==> src/rtl/io_ports_pkg.sv <==
// constants, register map and types for the parallel port block
package io_ports_pkg;
  localparam logic [3:0] ADDR_P1_DATA = 4'h0;
  localparam logic [3:0] ADDR_P1_DIR = 4'h1;
  localparam logic [3:0] ADDR_P2_DATA = 4'h2;
  localparam logic [3:0] ADDR_P2_DIR = 4'h3;
  localparam logic [3:0] ADDR_P3_DATA = 4'h4;
  localparam logic [3:0] ADDR_PORT_CONFIG = 4'h5;
  localparam logic [3:0] ADDR_P3_MODE = 4'h6;
  localparam logic [3:0] ADDR_IRQ_CFG = 4'h7;
  localparam logic [3:0] ADDR_TIMER_CTRL_0 = 4'h8;
  localparam logic [3:0] ADDR_TIMER_CTRL_1 = 4'h9;
  localparam logic [3:0] ADDR_TIMER_CTRL_2 = 4'hA;
  localparam logic [3:0] ADDR_INT_STATUS = 4'hB;
  localparam logic [3:0] ADDR_INT_MASK = 4'hC;
  localparam logic [3:0] ADDR_WAKE = 4'hD;
  // port config fields
  localparam int PCFG_P2_OD = 0;
  localparam int PCFG_P1_OD = 1;
  localparam int PCFG_CMP1_P34 = 2;
  localparam int PCFG_CMP2_P37 = 3;
  // port 3 mode field
  localparam int P3M_ANALOG = 1;
  // irq config fields
  localparam int IRQC_EDGE_LO = 6;
  localparam int IRQC_EDGE_HI = 7;
  // timer control fields
  localparam int TC0_P34_T8 = 0;
  localparam int TC1_DEMOD = 7;
  localparam int TC1_DEMOD_SRC = 6;
  localparam int TC1_SEL_LO = 4;
  localparam int TC1_SEL_HI = 5;
  localparam int TC2_P35_T16 = 0;
  // interrupt status bits
  localparam int IS_INT_REQ_0 = 0;
  localparam int IS_INT_REQ_1 = 1;
  localparam int IS_INT_REQ_2 = 2;
  localparam int IS_DEMOD = 3;
  localparam int IS_SMR = 4;
  localparam logic [7:0] RST_ZERO = 8'h00;
  localparam logic [7:0] RST_ONES = 8'hFF;
  localparam logic [1:0] EDGE_FALL = 2'h0;
  localparam logic [1:0] EDGE_RISE = 2'h1;
  localparam logic [1:0] EDGE_BOTH = 2'h2;

  typedef struct packed {
    logic [7:0] p1_out;
    logic [7:0] p1_dir;
    logic [7:0] p2_out;
    logic [7:0] p2_dir;
    logic [3:0] p3_out;
    logic [7:0] pcfg;
    logic [7:0] p3_mode;
    logic [7:0] irq_cfg;
    logic [7:0] tc0;
    logic [7:0] tc1;
    logic [7:0] tc2;
    logic [4:0] int_stat;
    logic [4:0] int_mask;
    logic [7:0] p1_s1;
    logic [7:0] p1_s2;
    logic [7:0] p2_s1;
    logic [7:0] p2_s2;
    logic [3:0] p3_s1;
    logic [3:0] p3_s2;
    logic [3:0] p3_prev;
    logic [1:0] cmp_s1;
    logic [1:0] cmp_s2;
    logic [1:0] cmp_prev;
    logic demod_prev;
    logic [7:0] rdata;
    logic irq;
    logic wake;
    logic demod_edge;
    logic [7:0] p1_oe;
    logic [7:0] p1_o;
    logic [7:0] p2_oe;
    logic [7:0] p2_o;
    logic [3:0] p3_o;
  } state_s;
endpackage

==> src/rtl/io_ports.sv <==
// parallel port block: ports 1, 2 and 3 with comparator routing and interrupts
// Functional notes
// - power-on reset makes port 1 all inputs
// - port 1 push-pull or open-drain by one bit
// - stop recovery returns port 1 to input
// - unbonded port 1 ignores writes, reads FF
// - each port 2 bit has its own direction
// - one global open-drain select for port 2
// - power-on reset makes port 2 all inputs
// - port 2 OR and AND wake-up terms
// - demod edge input from port 2 bit 0 or port3 in1
// - port 3: four fixed inputs, four push-pull outputs
// - mode bit 1 selects comparators on in1/in2
// - in1/in2 interrupt edge chosen by bits 6,7
// - analog mode routes in3 to stop recovery
// - digital mode: in3 is D3 and int_req_1
// - stop mode powers comparators down
// - port 3 outputs out4 to out6 select timer or logic outputs; out7 has only the latch or comparator 2
// - comparator results routable to out4 and out7
// - port reads return sampled pin levels, except comparator results on in1/in2 and 0 on in3 in analog mode; port 3 output bits read back the output latch
//
// Strobed register access and the register addresses were decided locally.
`timescale 1ns/1ps
module io_ports
  import io_ports_pkg::*;
(
  input wire logic clk_sys_i,
  input wire logic srst_i,
  input wire logic por_i,
  input wire logic stop_recovery_i,
  input wire logic stop_mode_i,
  input wire logic p1_bonded_i,
  input wire logic [3:0] addr_i,
  input wire logic [7:0] wdata_i,
  input wire logic wr_i,
  input wire logic rd_i,
  output logic [7:0] rdata_o,
  input wire logic [7:0] p1_pin_i,
  output logic [7:0] p1_pin_o,
  output logic [7:0] p1_pin_oe_o,
  input wire logic [7:0] p2_pin_i,
  output logic [7:0] p2_pin_o,
  output logic [7:0] p2_pin_oe_o,
  input wire logic [3:0] p3_pin_i,
  input wire logic [1:0] cmp_raw_i,
  input wire logic t8_out_i,
  input wire logic t16_out_i,
  input wire logic logic_out_i,
  output logic [3:0] p3_pin_o,
  output logic cmp_power_o,
  output logic demod_edge_o,
  output logic wake_o,
  output logic irq_o
);
  import io_ports_pkg::*;

  state_s q_ff, nxt_q;

  function automatic logic edge_hit(input logic [1:0] sel, input logic prev, input logic cur);
    case (sel)
      EDGE_FALL: edge_hit = prev & ~cur;
      EDGE_RISE: edge_hit = ~prev & cur;
      EDGE_BOTH: edge_hit = prev ^ cur;
      default: edge_hit = 1'b0;
    endcase
  endfunction

  logic analog;
  logic [1:0] in12;
  logic [4:0] ev;
  logic dm_src;
  logic [7:0] rd_val;

  always_comb begin
    analog = q_ff.p3_mode[P3M_ANALOG] & ~stop_mode_i;
    in12 = analog ? q_ff.cmp_s2 : q_ff.p3_s2[2:1];
    dm_src = q_ff.tc1[TC1_DEMOD_SRC] ? q_ff.p2_s2[0] : in12[0];
    ev = '0;
    // in2 -> int_req_0, in3 -> int_req_1, in1 -> int_req_2
    ev[IS_INT_REQ_0] = edge_hit(q_ff.irq_cfg[IRQC_EDGE_HI:IRQC_EDGE_LO], q_ff.cmp_prev[1], in12[1]);
    ev[IS_INT_REQ_2] = edge_hit(q_ff.irq_cfg[IRQC_EDGE_HI:IRQC_EDGE_LO], q_ff.cmp_prev[0], in12[0]);
    ev[IS_INT_REQ_1] = ~analog & q_ff.p3_prev[3] & ~q_ff.p3_s2[3];
    ev[IS_SMR] = analog & q_ff.p3_prev[3] & ~q_ff.p3_s2[3];
    ev[IS_DEMOD] = q_ff.tc1[TC1_DEMOD] &
      edge_hit(q_ff.tc1[TC1_SEL_HI:TC1_SEL_LO], q_ff.demod_prev, dm_src);
  end

  always_comb begin
    case (addr_i)
      ADDR_P1_DATA: rd_val = p1_bonded_i ? q_ff.p1_s2 : RST_ONES;
      ADDR_P1_DIR: rd_val = q_ff.p1_dir;
      ADDR_P2_DATA: rd_val = q_ff.p2_s2;
      ADDR_P2_DIR: rd_val = q_ff.p2_dir;
      ADDR_P3_DATA: rd_val = {q_ff.p3_out, analog ? 1'b0 : q_ff.p3_s2[3], in12, q_ff.p3_s2[0]};
      ADDR_PORT_CONFIG: rd_val = q_ff.pcfg;
      ADDR_P3_MODE: rd_val = q_ff.p3_mode;
      ADDR_IRQ_CFG: rd_val = q_ff.irq_cfg;
      ADDR_TIMER_CTRL_0: rd_val = q_ff.tc0;
      ADDR_TIMER_CTRL_1: rd_val = q_ff.tc1;
      ADDR_TIMER_CTRL_2: rd_val = q_ff.tc2;
      ADDR_INT_STATUS: rd_val = {3'h0, q_ff.int_stat};
      ADDR_INT_MASK: rd_val = {3'h0, q_ff.int_mask};
      ADDR_WAKE: rd_val = {6'h00, &q_ff.p2_s2, |q_ff.p2_s2};
      default: rd_val = RST_ZERO;
    endcase
  end

  always_comb begin
    nxt_q = q_ff;
    // two-stage synchronisers; only stage two feeds logic
    nxt_q.p1_s1 = p1_pin_i;
    nxt_q.p1_s2 = q_ff.p1_s1;
    nxt_q.p2_s1 = p2_pin_i;
    nxt_q.p2_s2 = q_ff.p2_s1;
    nxt_q.p3_s1 = p3_pin_i;
    nxt_q.p3_s2 = q_ff.p3_s1;
    nxt_q.cmp_s1 = cmp_raw_i;
    nxt_q.cmp_s2 = q_ff.cmp_s1;
    nxt_q.p3_prev = q_ff.p3_s2;
    nxt_q.cmp_prev = in12;
    nxt_q.demod_prev = dm_src;
    nxt_q.rdata = rd_i ? rd_val : RST_ZERO;
    if (wr_i) begin
      case (addr_i)
        ADDR_P1_DATA: if (p1_bonded_i) nxt_q.p1_out = wdata_i;
        ADDR_P1_DIR: nxt_q.p1_dir = wdata_i;
        ADDR_P2_DATA: nxt_q.p2_out = wdata_i;
        ADDR_P2_DIR: nxt_q.p2_dir = wdata_i;
        ADDR_P3_DATA: nxt_q.p3_out = wdata_i[7:4];
        ADDR_PORT_CONFIG: nxt_q.pcfg = wdata_i;
        ADDR_P3_MODE: nxt_q.p3_mode = wdata_i;
        ADDR_IRQ_CFG: nxt_q.irq_cfg = wdata_i;
        ADDR_TIMER_CTRL_0: nxt_q.tc0 = wdata_i;
        ADDR_TIMER_CTRL_1: nxt_q.tc1 = wdata_i;
        ADDR_TIMER_CTRL_2: nxt_q.tc2 = wdata_i;
        ADDR_INT_MASK: nxt_q.int_mask = wdata_i[4:0];
        default: ;
      endcase
    end
    // write-one-to-clear; a same-cycle event wins
    if (wr_i && addr_i == ADDR_INT_STATUS) begin
      nxt_q.int_stat = q_ff.int_stat & ~wdata_i[4:0];
    end
    nxt_q.int_stat = nxt_q.int_stat | ev;
    // stop recovery returns port 1 to input, other state kept
    if (stop_recovery_i) begin
      nxt_q.p1_dir = RST_ZERO;
    end
    nxt_q.irq = |(nxt_q.int_stat & nxt_q.int_mask);
    nxt_q.wake = (|q_ff.p2_s2) | (&q_ff.p2_s2) | ev[IS_SMR];
    nxt_q.demod_edge = ev[IS_DEMOD];
    // open-drain drives only low; push-pull drives both levels
    for (int i = 0; i < 8; i++) begin
      nxt_q.p1_oe[i] = nxt_q.p1_dir[i] & (~nxt_q.pcfg[PCFG_P1_OD] | ~nxt_q.p1_out[i]);
      nxt_q.p2_oe[i] = nxt_q.p2_dir[i] & (~nxt_q.pcfg[PCFG_P2_OD] | ~nxt_q.p2_out[i]);
    end
    nxt_q.p1_o = nxt_q.p1_out;
    nxt_q.p2_o = nxt_q.p2_out;
    // port 3 outputs always driven (push-pull, no direction)
    nxt_q.p3_o[0] = nxt_q.pcfg[PCFG_CMP1_P34] ? in12[0] :
      (nxt_q.tc0[TC0_P34_T8] ? t8_out_i : nxt_q.p3_out[0]);
    nxt_q.p3_o[1] = nxt_q.tc2[TC2_P35_T16] ? t16_out_i : nxt_q.p3_out[1];
    nxt_q.p3_o[2] = (~nxt_q.tc1[TC1_DEMOD] & nxt_q.tc1[TC1_DEMOD_SRC]) ? logic_out_i : nxt_q.p3_out[2];
    nxt_q.p3_o[3] = nxt_q.pcfg[PCFG_CMP2_P37] ? in12[1] : nxt_q.p3_out[3];
    if (srst_i || por_i) begin
      nxt_q = '0;
    end
  end

  always_ff @(posedge clk_sys_i) begin
    q_ff <= nxt_q;
  end

  always_ff @(posedge clk_sys_i) begin
    rdata_o <= nxt_q.rdata;
    p1_pin_o <= nxt_q.p1_o;
    p1_pin_oe_o <= nxt_q.p1_oe;
    p2_pin_o <= nxt_q.p2_o;
    p2_pin_oe_o <= nxt_q.p2_oe;
    p3_pin_o <= nxt_q.p3_o;
    cmp_power_o <= ~(srst_i | por_i) & ~stop_mode_i & nxt_q.p3_mode[P3M_ANALOG];
    demod_edge_o <= nxt_q.demod_edge;
    wake_o <= nxt_q.wake;
    irq_o <= nxt_q.irq;
  end

  property p_p1_input_after_por;
    @(posedge clk_sys_i) por_i |=> (p1_pin_oe_o == 8'h00);
  endproperty
  a_p1_input_after_por: assert property (p_p1_input_after_por) else $error("port 1 drives after reset");

  property p_p2_input_after_por;
    @(posedge clk_sys_i) por_i |=> (p2_pin_oe_o == 8'h00);
  endproperty
  a_p2_input_after_por: assert property (p_p2_input_after_por) else $error("port 2 drives after reset");

  property p_p1_smr_input;
    @(posedge clk_sys_i) disable iff (srst_i) stop_recovery_i |=> (q_ff.p1_dir == 8'h00);
  endproperty
  a_p1_smr_input: assert property (p_p1_smr_input) else $error("port 1 not input after recovery");

  property p_p1_unbonded_ff;
    @(posedge clk_sys_i) disable iff (srst_i)
      (rd_i && !p1_bonded_i && addr_i == ADDR_P1_DATA) |=> (rdata_o == 8'hFF);
  endproperty
  a_p1_unbonded_ff: assert property (p_p1_unbonded_ff) else $error("unbonded port 1 read not FF");

  property p_p1_od_high;
    @(posedge clk_sys_i) disable iff (srst_i)
      (q_ff.pcfg[PCFG_P1_OD] && q_ff.p1_out[0]) |-> !p1_pin_oe_o[0];
  endproperty
  a_p1_od_high: assert property (p_p1_od_high) else $error("open-drain port 1 drives high");

  property p_p2_od_high;
    @(posedge clk_sys_i) disable iff (srst_i)
      (q_ff.pcfg[PCFG_P2_OD] && q_ff.p2_out[3]) |-> !p2_pin_oe_o[3];
  endproperty
  a_p2_od_high: assert property (p_p2_od_high) else $error("open-drain port 2 drives high");

  property p_p2_dir;
    @(posedge clk_sys_i) disable iff (srst_i) !q_ff.p2_dir[5] |-> !p2_pin_oe_o[5];
  endproperty
  a_p2_dir: assert property (p_p2_dir) else $error("input bit of port 2 driven");

  property p_read_pins;
    @(posedge clk_sys_i) disable iff (srst_i)
      (rd_i && addr_i == ADDR_P2_DATA) |=> (rdata_o == $past(q_ff.p2_s2));
  endproperty
  a_read_pins: assert property (p_read_pins) else $error("port 2 read not pin level");

  property p_irq_sticky;
    @(posedge clk_sys_i) disable iff (srst_i || por_i)
      (ev[IS_INT_REQ_1] && q_ff.int_mask[IS_INT_REQ_1]) |=> ##1 irq_o;
  endproperty
  a_irq_sticky: assert property (p_irq_sticky) else $error("masked-in event gave no interrupt");

  property p_cmp_off_stop;
    @(posedge clk_sys_i) stop_mode_i |=> !cmp_power_o;
  endproperty
  a_cmp_off_stop: assert property (p_cmp_off_stop) else $error("comparators powered in stop");

  // the pin registers load from the next state, so they agree with q_ff at every sample point
  property p_cmp_power_mode;
    @(posedge clk_sys_i) disable iff (srst_i || por_i) cmp_power_o |-> q_ff.p3_mode[P3M_ANALOG];
  endproperty
  a_cmp_power_mode: assert property (p_cmp_power_mode) else $error("comparators powered in digital mode");

  property p_p1_push_pull;
    @(posedge clk_sys_i) disable iff (srst_i || por_i)
      (q_ff.p1_dir[7] && !q_ff.pcfg[PCFG_P1_OD]) |-> p1_pin_oe_o[7];
  endproperty
  a_p1_push_pull: assert property (p_p1_push_pull) else $error("push-pull port 1 output not driven");

  property p_p2_push_pull;
    @(posedge clk_sys_i) disable iff (srst_i || por_i)
      (q_ff.p2_dir[0] && !q_ff.pcfg[PCFG_P2_OD]) |-> p2_pin_oe_o[0];
  endproperty
  a_p2_push_pull: assert property (p_p2_push_pull) else $error("push-pull port 2 output not driven");

  property p_p2_level;
    @(posedge clk_sys_i) disable iff (srst_i || por_i) p2_pin_o == q_ff.p2_out;
  endproperty
  a_p2_level: assert property (p_p2_level) else $error("port 2 level differs from latch");

  property p_p1_unbonded_hold;
    @(posedge clk_sys_i) disable iff (srst_i || por_i)
      (wr_i && !p1_bonded_i && addr_i == ADDR_P1_DATA) |=> (q_ff.p1_out == $past(q_ff.p1_out));
  endproperty
  a_p1_unbonded_hold: assert property (p_p1_unbonded_hold) else $error("unbonded port 1 write landed");

  property p_p1_read_pins;
    @(posedge clk_sys_i) disable iff (srst_i || por_i)
      (rd_i && p1_bonded_i && addr_i == ADDR_P1_DATA) |=> (rdata_o == $past(q_ff.p1_s2));
  endproperty
  a_p1_read_pins: assert property (p_p1_read_pins) else $error("port 1 read not pin level");

  property p_rdata_idle;
    @(posedge clk_sys_i) disable iff (srst_i || por_i) !rd_i |=> (rdata_o == 8'h00);
  endproperty
  a_rdata_idle: assert property (p_rdata_idle) else $error("read data outside read slot");

  property p_wake_or;
    @(posedge clk_sys_i) disable iff (srst_i || por_i) (|q_ff.p2_s2) |=> wake_o;
  endproperty
  a_wake_or: assert property (p_wake_or) else $error("port 2 level gave no wake");

  property p_demod_off;
    @(posedge clk_sys_i) disable iff (srst_i || por_i) !$past(q_ff.tc1[TC1_DEMOD]) |-> !demod_edge_o;
  endproperty
  a_demod_off: assert property (p_demod_off) else $error("edge pulse outside demod mode");

  property p_in3_analog_read;
    @(posedge clk_sys_i) disable iff (srst_i || por_i)
      (rd_i && analog && addr_i == ADDR_P3_DATA) |=> !rdata_o[3];
  endproperty
  a_in3_analog_read: assert property (p_in3_analog_read) else $error("in3 visible in analog mode");

  property p_int_req_1_digital;
    @(posedge clk_sys_i) disable iff (srst_i || por_i)
      (!q_ff.p3_mode[P3M_ANALOG] && q_ff.p3_prev[3] && !q_ff.p3_s2[3]) |=> q_ff.int_stat[IS_INT_REQ_1];
  endproperty
  a_int_req_1_digital: assert property (p_int_req_1_digital) else $error("in3 fall gave no int_req_1");

  property p_int_req_0_set_wins;
    @(posedge clk_sys_i) disable iff (srst_i || por_i) ev[IS_INT_REQ_0] |=> q_ff.int_stat[IS_INT_REQ_0];
  endproperty
  a_int_req_0_set_wins: assert property (p_int_req_0_set_wins) else $error("in2 edge lost");

  property p_irq_level;
    @(posedge clk_sys_i) disable iff (srst_i || por_i) irq_o == |(q_ff.int_stat & q_ff.int_mask);
  endproperty
  a_irq_level: assert property (p_irq_level) else $error("interrupt level wrong");

  property p_out4_t8;
    @(posedge clk_sys_i) disable iff (srst_i || por_i)
      (q_ff.tc0[TC0_P34_T8] && !q_ff.pcfg[PCFG_CMP1_P34]) |-> (p3_pin_o[0] == $past(t8_out_i));
  endproperty
  a_out4_t8: assert property (p_out4_t8) else $error("out4 not timer output");

  property p_out5_t16;
    @(posedge clk_sys_i) disable iff (srst_i || por_i) q_ff.tc2[TC2_P35_T16] |-> (p3_pin_o[1] == $past(t16_out_i));
  endproperty
  a_out5_t16: assert property (p_out5_t16) else $error("out5 not timer output");

  property p_out6_logic;
    @(posedge clk_sys_i) disable iff (srst_i || por_i)
      (!q_ff.tc1[TC1_DEMOD] && q_ff.tc1[TC1_DEMOD_SRC]) |-> (p3_pin_o[2] == $past(logic_out_i));
  endproperty
  a_out6_logic: assert property (p_out6_logic) else $error("out6 not logic output");

  property p_out4_cmp;
    @(posedge clk_sys_i) disable iff (srst_i || por_i) q_ff.pcfg[PCFG_CMP1_P34] |-> (p3_pin_o[0] == $past(in12[0]));
  endproperty
  a_out4_cmp: assert property (p_out4_cmp) else $error("out4 not comparator 1");

  property p_out7_cmp;
    @(posedge clk_sys_i) disable iff (srst_i || por_i) q_ff.pcfg[PCFG_CMP2_P37] |-> (p3_pin_o[3] == $past(in12[1]));
  endproperty
  a_out7_cmp: assert property (p_out7_cmp) else $error("out7 not comparator 2");

  c_demod_edge: cover property (@(posedge clk_sys_i) demod_edge_o);
  c_wake: cover property (@(posedge clk_sys_i) wake_o);
  c_irq: cover property (@(posedge clk_sys_i) irq_o ##1 !irq_o);
  c_smr_event: cover property (@(posedge clk_sys_i) ev[IS_SMR]);
  c_unbonded_read: cover property (@(posedge clk_sys_i) rd_i && !p1_bonded_i && addr_i == ADDR_P1_DATA);
endmodule

==> config.mk <==
export PLATFORM = sky130hd
export DESIGN_NAME = io_ports
export DESIGN_NICKNAME = d
export VERILOG_FILES = /design/src/rtl/io_ports_pkg.sv /design/src/rtl/io_ports.sv
export SDC_FILE = /design/constraint.sdc
export NUM_CORES = 1
export LEC_CHECK = 0
export ABC_CLOCK_PERIOD_IN_PS = 2000
export BUFFER_PORTS_ARGS = -buffer_cell sky130_fd_sc_hd__buf_4
export CAP_MARGIN = 25
export CORE_MARGIN = 10
export CORE_UTILIZATION = 45
export DETAILED_ROUTE_END_ITERATION = 10
export PLACE_DENSITY = 0.7
export SYNTH_ARGS = -nofsm -noshare
export SYNTH_HDL_FRONTEND = slang
export SYNTH_SLANG_ARGS = --single-unit
==> constraint.sdc <==
create_clock -name clk_sys_i -period 2 [get_ports clk_sys_i]
set_input_delay 0.1 -clock clk_sys_i [delete_from_list [all_inputs] [get_ports clk_sys_i]]
set_output_delay 0.1 -clock clk_sys_i [all_outputs]
set_load 0.01 [all_outputs]
## Word-level counts from Yosys, hierarchy flattened

Cells that the tools add are included.

- Magnitude comparators: 0
- Shift operators: 0
- Reductions and logical operators: 15
- Bitwise gates (word level): 87
- Add/sub/neg operators: 0
- Equality and inequality tests: 17
- $mul: 0
- Muxes and demuxes: 32
- Div/mod/pow operators: 0

Operators by type and width:

| operator | number |
|---|---|
| $mux W142 | 1 |
| $mux W8 | 14 |
| $pmux W8 S14 | 1 |
| $mux W84 | 1 |
| $and A1 B1 Y1 | 31 |
| $not A1 Y1 | 30 |
| $eq A4 B4 Y1 const B | 6 |
| $or A1 B1 Y1 | 19 |
| $eq A4 B3 Y1 const B | 4 |
| $mux W5 | 3 |
| $reduce_and A2 Y1 | 6 |
| $and A5 B5 Y5 | 2 |
| $pmux W1 S3 | 3 |
| $eq A4 B2 Y1 const B | 2 |
| $reduce_and A8 Y1 | 1 |
| $reduce_or A8 Y1 | 1 |
| $mux W1 | 7 |
| $not A5 Y5 | 1 |
| $or A5 B5 Y5 | 1 |
| $reduce_or A5 Y1 | 1 |
| $eq A2 B1 Y1 const B | 2 |
| $eq A2 B2 Y1 const B | 2 |
| $eq A4 B1 Y1 const B | 1 |
| $logic_not A2 Y1 | 2 |
| other kinds (7) | 9 |

- RAM bits: 0
- Memories kept: 0
- Output and inout port bits: 48
- Bits in registers: 177
- Bits in latches: 0
- Bits of input ports: 45
- Logic and storage cells: 188
- Memory bits (read-only): 0

## Longest topological paths before layout

- Depth after elaboration: 13
- Gate-level depth with buffers: 11
- Gate-level depth less buffers: 11

## Worst setup path before layout

No wires, ideal clock.

- Path kind: reg-to-reg
- From: reg q_ff[141] in the netlist's numbering
- To: reg irq_o
- Slack: -0.022 ns
- Library setup time: 0.132 ns
- Stages on the path, launching flop included: 12
- Arrival time: 1.890 ns
- Data required time: 1.868 ns
- Buffers on the path: 0
- Cells stage by stage: dfxtp_1 nand2b_1 mux2i_1 inv_1 mux2i_1 inv_1 ha_1 mux2i_1 o22ai_1 a22oi_1 o22a_1 a31oi_1

- Word-level cells in the longest chain between the ends: 10
- Elaborated cells between the ends (all ways): 27

Ends and longest elaborated chain:

| element | line | RTL |
|---|---|---|
| start, declared | io_ports.sv:57 | `state_s q_ff, nxt_q;` |
| start signal, assigned | io_ports.sv:171 | `q_ff <= nxt_q;` |
| $and A1 B1 Y1 * | io_ports.sv:75 | `analog = q_ff.p3_mode[P3M_ANALOG] & ~stop_mode_i;` |
| $mux W2 * | io_ports.sv:76 | `in12 = analog ? q_ff.cmp_s2 : q_ff.p3_s2[2:1];` |
| via in12[0] | io_ports.sv:69 | `logic [1:0] in12;` |
| $mux W1 * | io_ports.sv:77 | `dm_src = q_ff.tc1[TC1_DEMOD_SRC] ? q_ff.p2_s2[0] : in12[0];` |
| via dm_src | io_ports.sv:71 | `logic dm_src;` |
| $not A1 Y1 | io_ports.sv:61 | `EDGE_FALL: edge_hit = prev & ~cur;` |
| $and A1 B1 Y1 | io_ports.sv:61 |  |
| $pmux W1 S3 * | io_ports.sv:60 | `case (sel)` |
| $and A1 B1 Y1 * | io_ports.sv:84 | `ev[IS_DEMOD] = q_ff.tc1[TC1_DEMOD] &` |
| $or A5 B5 Y5 * | io_ports.sv:144 | `nxt_q.int_stat = nxt_q.int_stat \| ev;` |
| $and A5 B5 Y5 * | io_ports.sv:149 | `nxt_q.irq = \|(nxt_q.int_stat & nxt_q.int_mask);` |
| $reduce_or A5 Y1 * | io_ports.sv:149 |  |
| end signal, assigned | io_ports.sv:184 | `irq_o <= nxt_q.irq;` |
| end, declared | io_ports.sv:53 | `output logic irq_o` |

The timed path passes the listed nets; every way through them passes the cells marked *.
A chain may end at the register's enable or synchronous reset.

## Worst setup path in the final report

Ends and elaborated chain as after synthesis.

==> run summary <==
OUTCOME
--------------------------------------------------------------------------------
Outcome                                                             finished with violations
Violations in the final reports                                     negative setup slack

TIMING
--------------------------------------------------------------------------------
Slew at the pin closest to its max-slew limit                           0.625 ns
Min Hold Slack                                                         0.0290 ns
Share of the clock period used by the worst path after layout               100%
Max Fclk                                                                 500 MHz
Setup slack of the critical path after layout                       -0.000359 ns
Max-slew headroom                                                          58.1%
Final number of hold-violating endpoints                                       0
Final setup skew                                                      0.00651 ns
Time the final worst path needs with I/O delays and setup                2.00 ns
Setup violators final                                                          1
Slew Viols, Final                                                              0
Setup repair after global routing missed its margin                          yes

HOLD PATH
--------------------------------------------------------------------------------
Count of cells along the worst hold path                                       3
Min-delay worst type                                                      in2reg
Hold Path Sink                                                         q_ff[135]
Startpoint of the tightest hold check path                            wdata_i[3]

LOGIC SYNTHESIS
--------------------------------------------------------------------------------
Most used standard cell by instance count after synthesis                dfxtp_1
Ranking of synthesized cells by area                                dfxtp_1 (49%), mux2i_1 (13%), and2_1 (4.5%), nor2_1 (4.5%), nand2_1 (2.3%)
Top cell type by total area after synthesis                              dfxtp_1
Post-synth top cells                                                dfxtp_1 (174), mux2i_1 (89), nor2_1 (85)
Syn_nets                                                                     779
Synth cell types                                                              57
Synth Instances                                                              728
Post-synth EDFFs                                                               0
Share of the yosys chip area belonging to registers                        49.3%
Total number of yosys warnings                                                 0
Proportion of netlist area held by the largest area contributor            49.3%
Flip-flop and latch count after synthesis                                    174
Leading register cell type out of synthesis                              dfxtp_1
Mean cell area of the mapped netlist                                    9.71 µm²
Total standard cell area after synthesis                                7070 µm²
Share of async-settable or async-resettable flops after synthesis             0%

FLOORPLAN
--------------------------------------------------------------------------------
Horizontal extent of the die                                              145 µm
DIE AREA                                                               21100 µm²
# IOs                                                                         93
Die outline height                                                        145 µm
Initial cell density of the core                                           46.1%
Area of the core                                                       15300 µm²
Row count                                                                     45

ROUTE
--------------------------------------------------------------------------------
Remaining design rule violation count                                          0
First DRT Iteration DRCs                                                     576
Total number of vias                                                        5772
Total iterations of the first detailed-routing run                             5
Via density per instance                                                    5.42
Antenna viol nets, final                                                       0
WL final                                                                22200 µm
Post-detailed-route wirelength per cell                                  20.8 µm

CTS
--------------------------------------------------------------------------------
Clock Latency Late Sink                                                  0.43 ns
Number of H-tree levels                                                        4
Clock-pin transition on the worst setup and hold timing paths            0.06 ns
Number of sinks driven by the clock tree                                     174
Max Root-Sink Buffers                                                          2
Buffer cell driving the clock tree root                                clkbuf_16
TritonCTS clock tree                                                        done
TritonCTS Buffers                                                             17

SETUP PATH
--------------------------------------------------------------------------------
Critical path capture point type                                            flop
Most repeated library cell on the critical path                          mux2i_4
Worst reg2reg startpoint                                               q_ff[141]
Worst Path Class, Setup                                                  reg2reg
Element type at the critical path start                                     flop
Reg-to-reg endpoint                                                        irq_o
Cell Chain, Critical Path                                           nand2b_4 > mux2i_4 > inv_2 > mux2i_4 > inv_1 > ha_2 > mux2i_1 > o22ai_2 > a22oi_2 > o22a_1 > a31oi_1
Critical-path top delay cell                                             dfxtp_2
Arrival time reported for the critical path endpoint                     2.32 ns
CP required                                                              2.32 ns
R2R cell count                                                                11
CP max stage delay                                                       0.34 ns
Maximum fanout count along the critical path                                   3
Setup slack of the worst register-to-register path                    -0.0004 ns

FINISH
--------------------------------------------------------------------------------
Nets@finish                                                                  894
Growth of design area from synthesis to finish                             26.0%
Antenna cells                                                                  0
Fraction of final layout cells sized beyond drive strength 1               22.2%
Filler-free cell count of the finished design                               1064
Utilization after layout                                                   58.1%

GRT
--------------------------------------------------------------------------------
Maximum number of pins on one net before global-route repair                  52
Number of global-route vias before repair                                   5828
Global-route wire length before repair                                  34200 µm
Gr usage total                                                             20.8%
Congestion Overflow GR                                                         0
Antenna violations before repair                                               1

RUN
--------------------------------------------------------------------------------
Max-Cap Viols                                                                  0

POWER AND IR DROP
--------------------------------------------------------------------------------
Peak supply drop                                                        0.592 mV
Leakage component of the power                                           3.66 nW
Power density over cell area                                          823 nW/µm²

PLACE
--------------------------------------------------------------------------------
# placed instances                                                          1008
Post-DP HPWL                                                            16300 µm
DP Worst Slack                                                         -0.121 ns
Placer's final routability congestion estimate                             0.920
PortBufs                                                                      92

## layer usage
metal / part of all wire, % / vias to the layer above / track usage (%) / wire [µm]
li1: - / 2720 / - / -
met1: 42 / 2776 / 25.7 / 9310
met2: 47 / 229 / 33.6 / 10500
met3: 7.5 / 47 / 5.53 / 1670
met4: 3.3 / 0 / 8.80 / 740
met5: 0 / - / 0 / 0
## worst max-delay path: cells and delay by family, from the launching register on
| family | cells | cell delay [ns] |
|---|---|---|
| flops | 1 | 0.34 |
| fa+ha+maj | 1 | 0.16 |
| simple gates | 1 | 0.08 |
| buf+inv | 2 | 0.15 |
| compound gates | 4 | 0.59 |
| mux | 3 | 0.59 |
## power by group
part / leakage [nW] / internal [W] / switching, W / total (W)
clock network: 0.269 / 0.00195 / 0.00135 / 0.00330
registers: 1.41 / 0.00350 / 0.0000163 / 0.00352
logic: 1.98 / 0.000218 / 0.000291 / 0.000510
## cell usage in the layout (no fill, tap or decap), drive strengths merged, types with 5 or more instances in the layout
master,Yosys,final
dfxtp,174,174
o21ai,16,16
clkbuf,27,20
dlygate4sd3,0,25
mux2,5,5
nand2b,10,10
inv,12,13
mux2i,92,92
a31oi,7,7
a22oi,5,5
nor2,88,88
o21a,17,17
and2,51,51
nor2b,15,15
nand2,45,45
a21oi,29,29
buf,38,136
nand3,19,19
o22ai,5,5
ha,6,6
nand4,5,5
## how the worst max path moves through the flow
stage,endpoint,start,slack (ns),cells after the start
after floorplan,irq_o,q_ff[141],0.003,11
after detailed placement,irq_o,q_ff[141],-0.12,10
after global placement,irq_o,q_ff[141],0.05,11
final,irq_o,q_ff[141],-0.0004,11
after CTS,irq_o,q_ff[141],-0.06,11
after global routing,irq_o,q_ff[141],-0.11,11
## cell type report
cell class | instances | area (µm²)
fill | 1356 | 6410
sequential | 174 | 3480
multi-input combinational | 477 | 3240
timing repair buffer | 161 | 1300
clock buffer | 20 | 437
tap | 211 | 264
clock inverter | 9 | 139
inverter | 12 | 45.0
## registers in the layout (all words and copies together) (netlist names)
name          cells
p1_pin_o          8
p1_pin_oe_o       8
irq_o             1
p2_pin_o          8
rdata_o           8
cmp_power_o       1
p2_pin_oe_o       8
demod_edge_o      1
q_ff            126
p3_pin_o          4
wake_o            1
## through the flow
step	instance area, µm²	setup TNS, ns	total power, W
floorplan	7070	0	0.00384
global placement	8010	0	0.00406
detailed placement	8010	-0.121	0.00406
CTS	8850	-0.0619	0.00735
global route	8900	-0.132	0.00756
finish	8900	-0.000359	0.00733
## repair_timing
action,4_1_cts,5_1_grt
buffers inserted,0,2
endpoints found under the hold margin,25,0
pin swaps,0,3
cloned,0,0
hold buffers,25,0
gates resized for setup,3,7
endpoints found under the setup margin,1,2
## cell families (layout without fill, tap and decap cells)
family,after synthesis,in the layout,share of synthesized area (%)
AO/OA/AOI/OAI,115,115,11.0
adder cells (fa/ha/maj),6,6,1.06
buffers and inverters,77,202,5.61
flip-flops,174,174,49.3
multiplexers,99,99,14.9
AND/OR/NAND/NOR,257,257,18.2
Note: power is estimated with default switching activity, not from simulation.
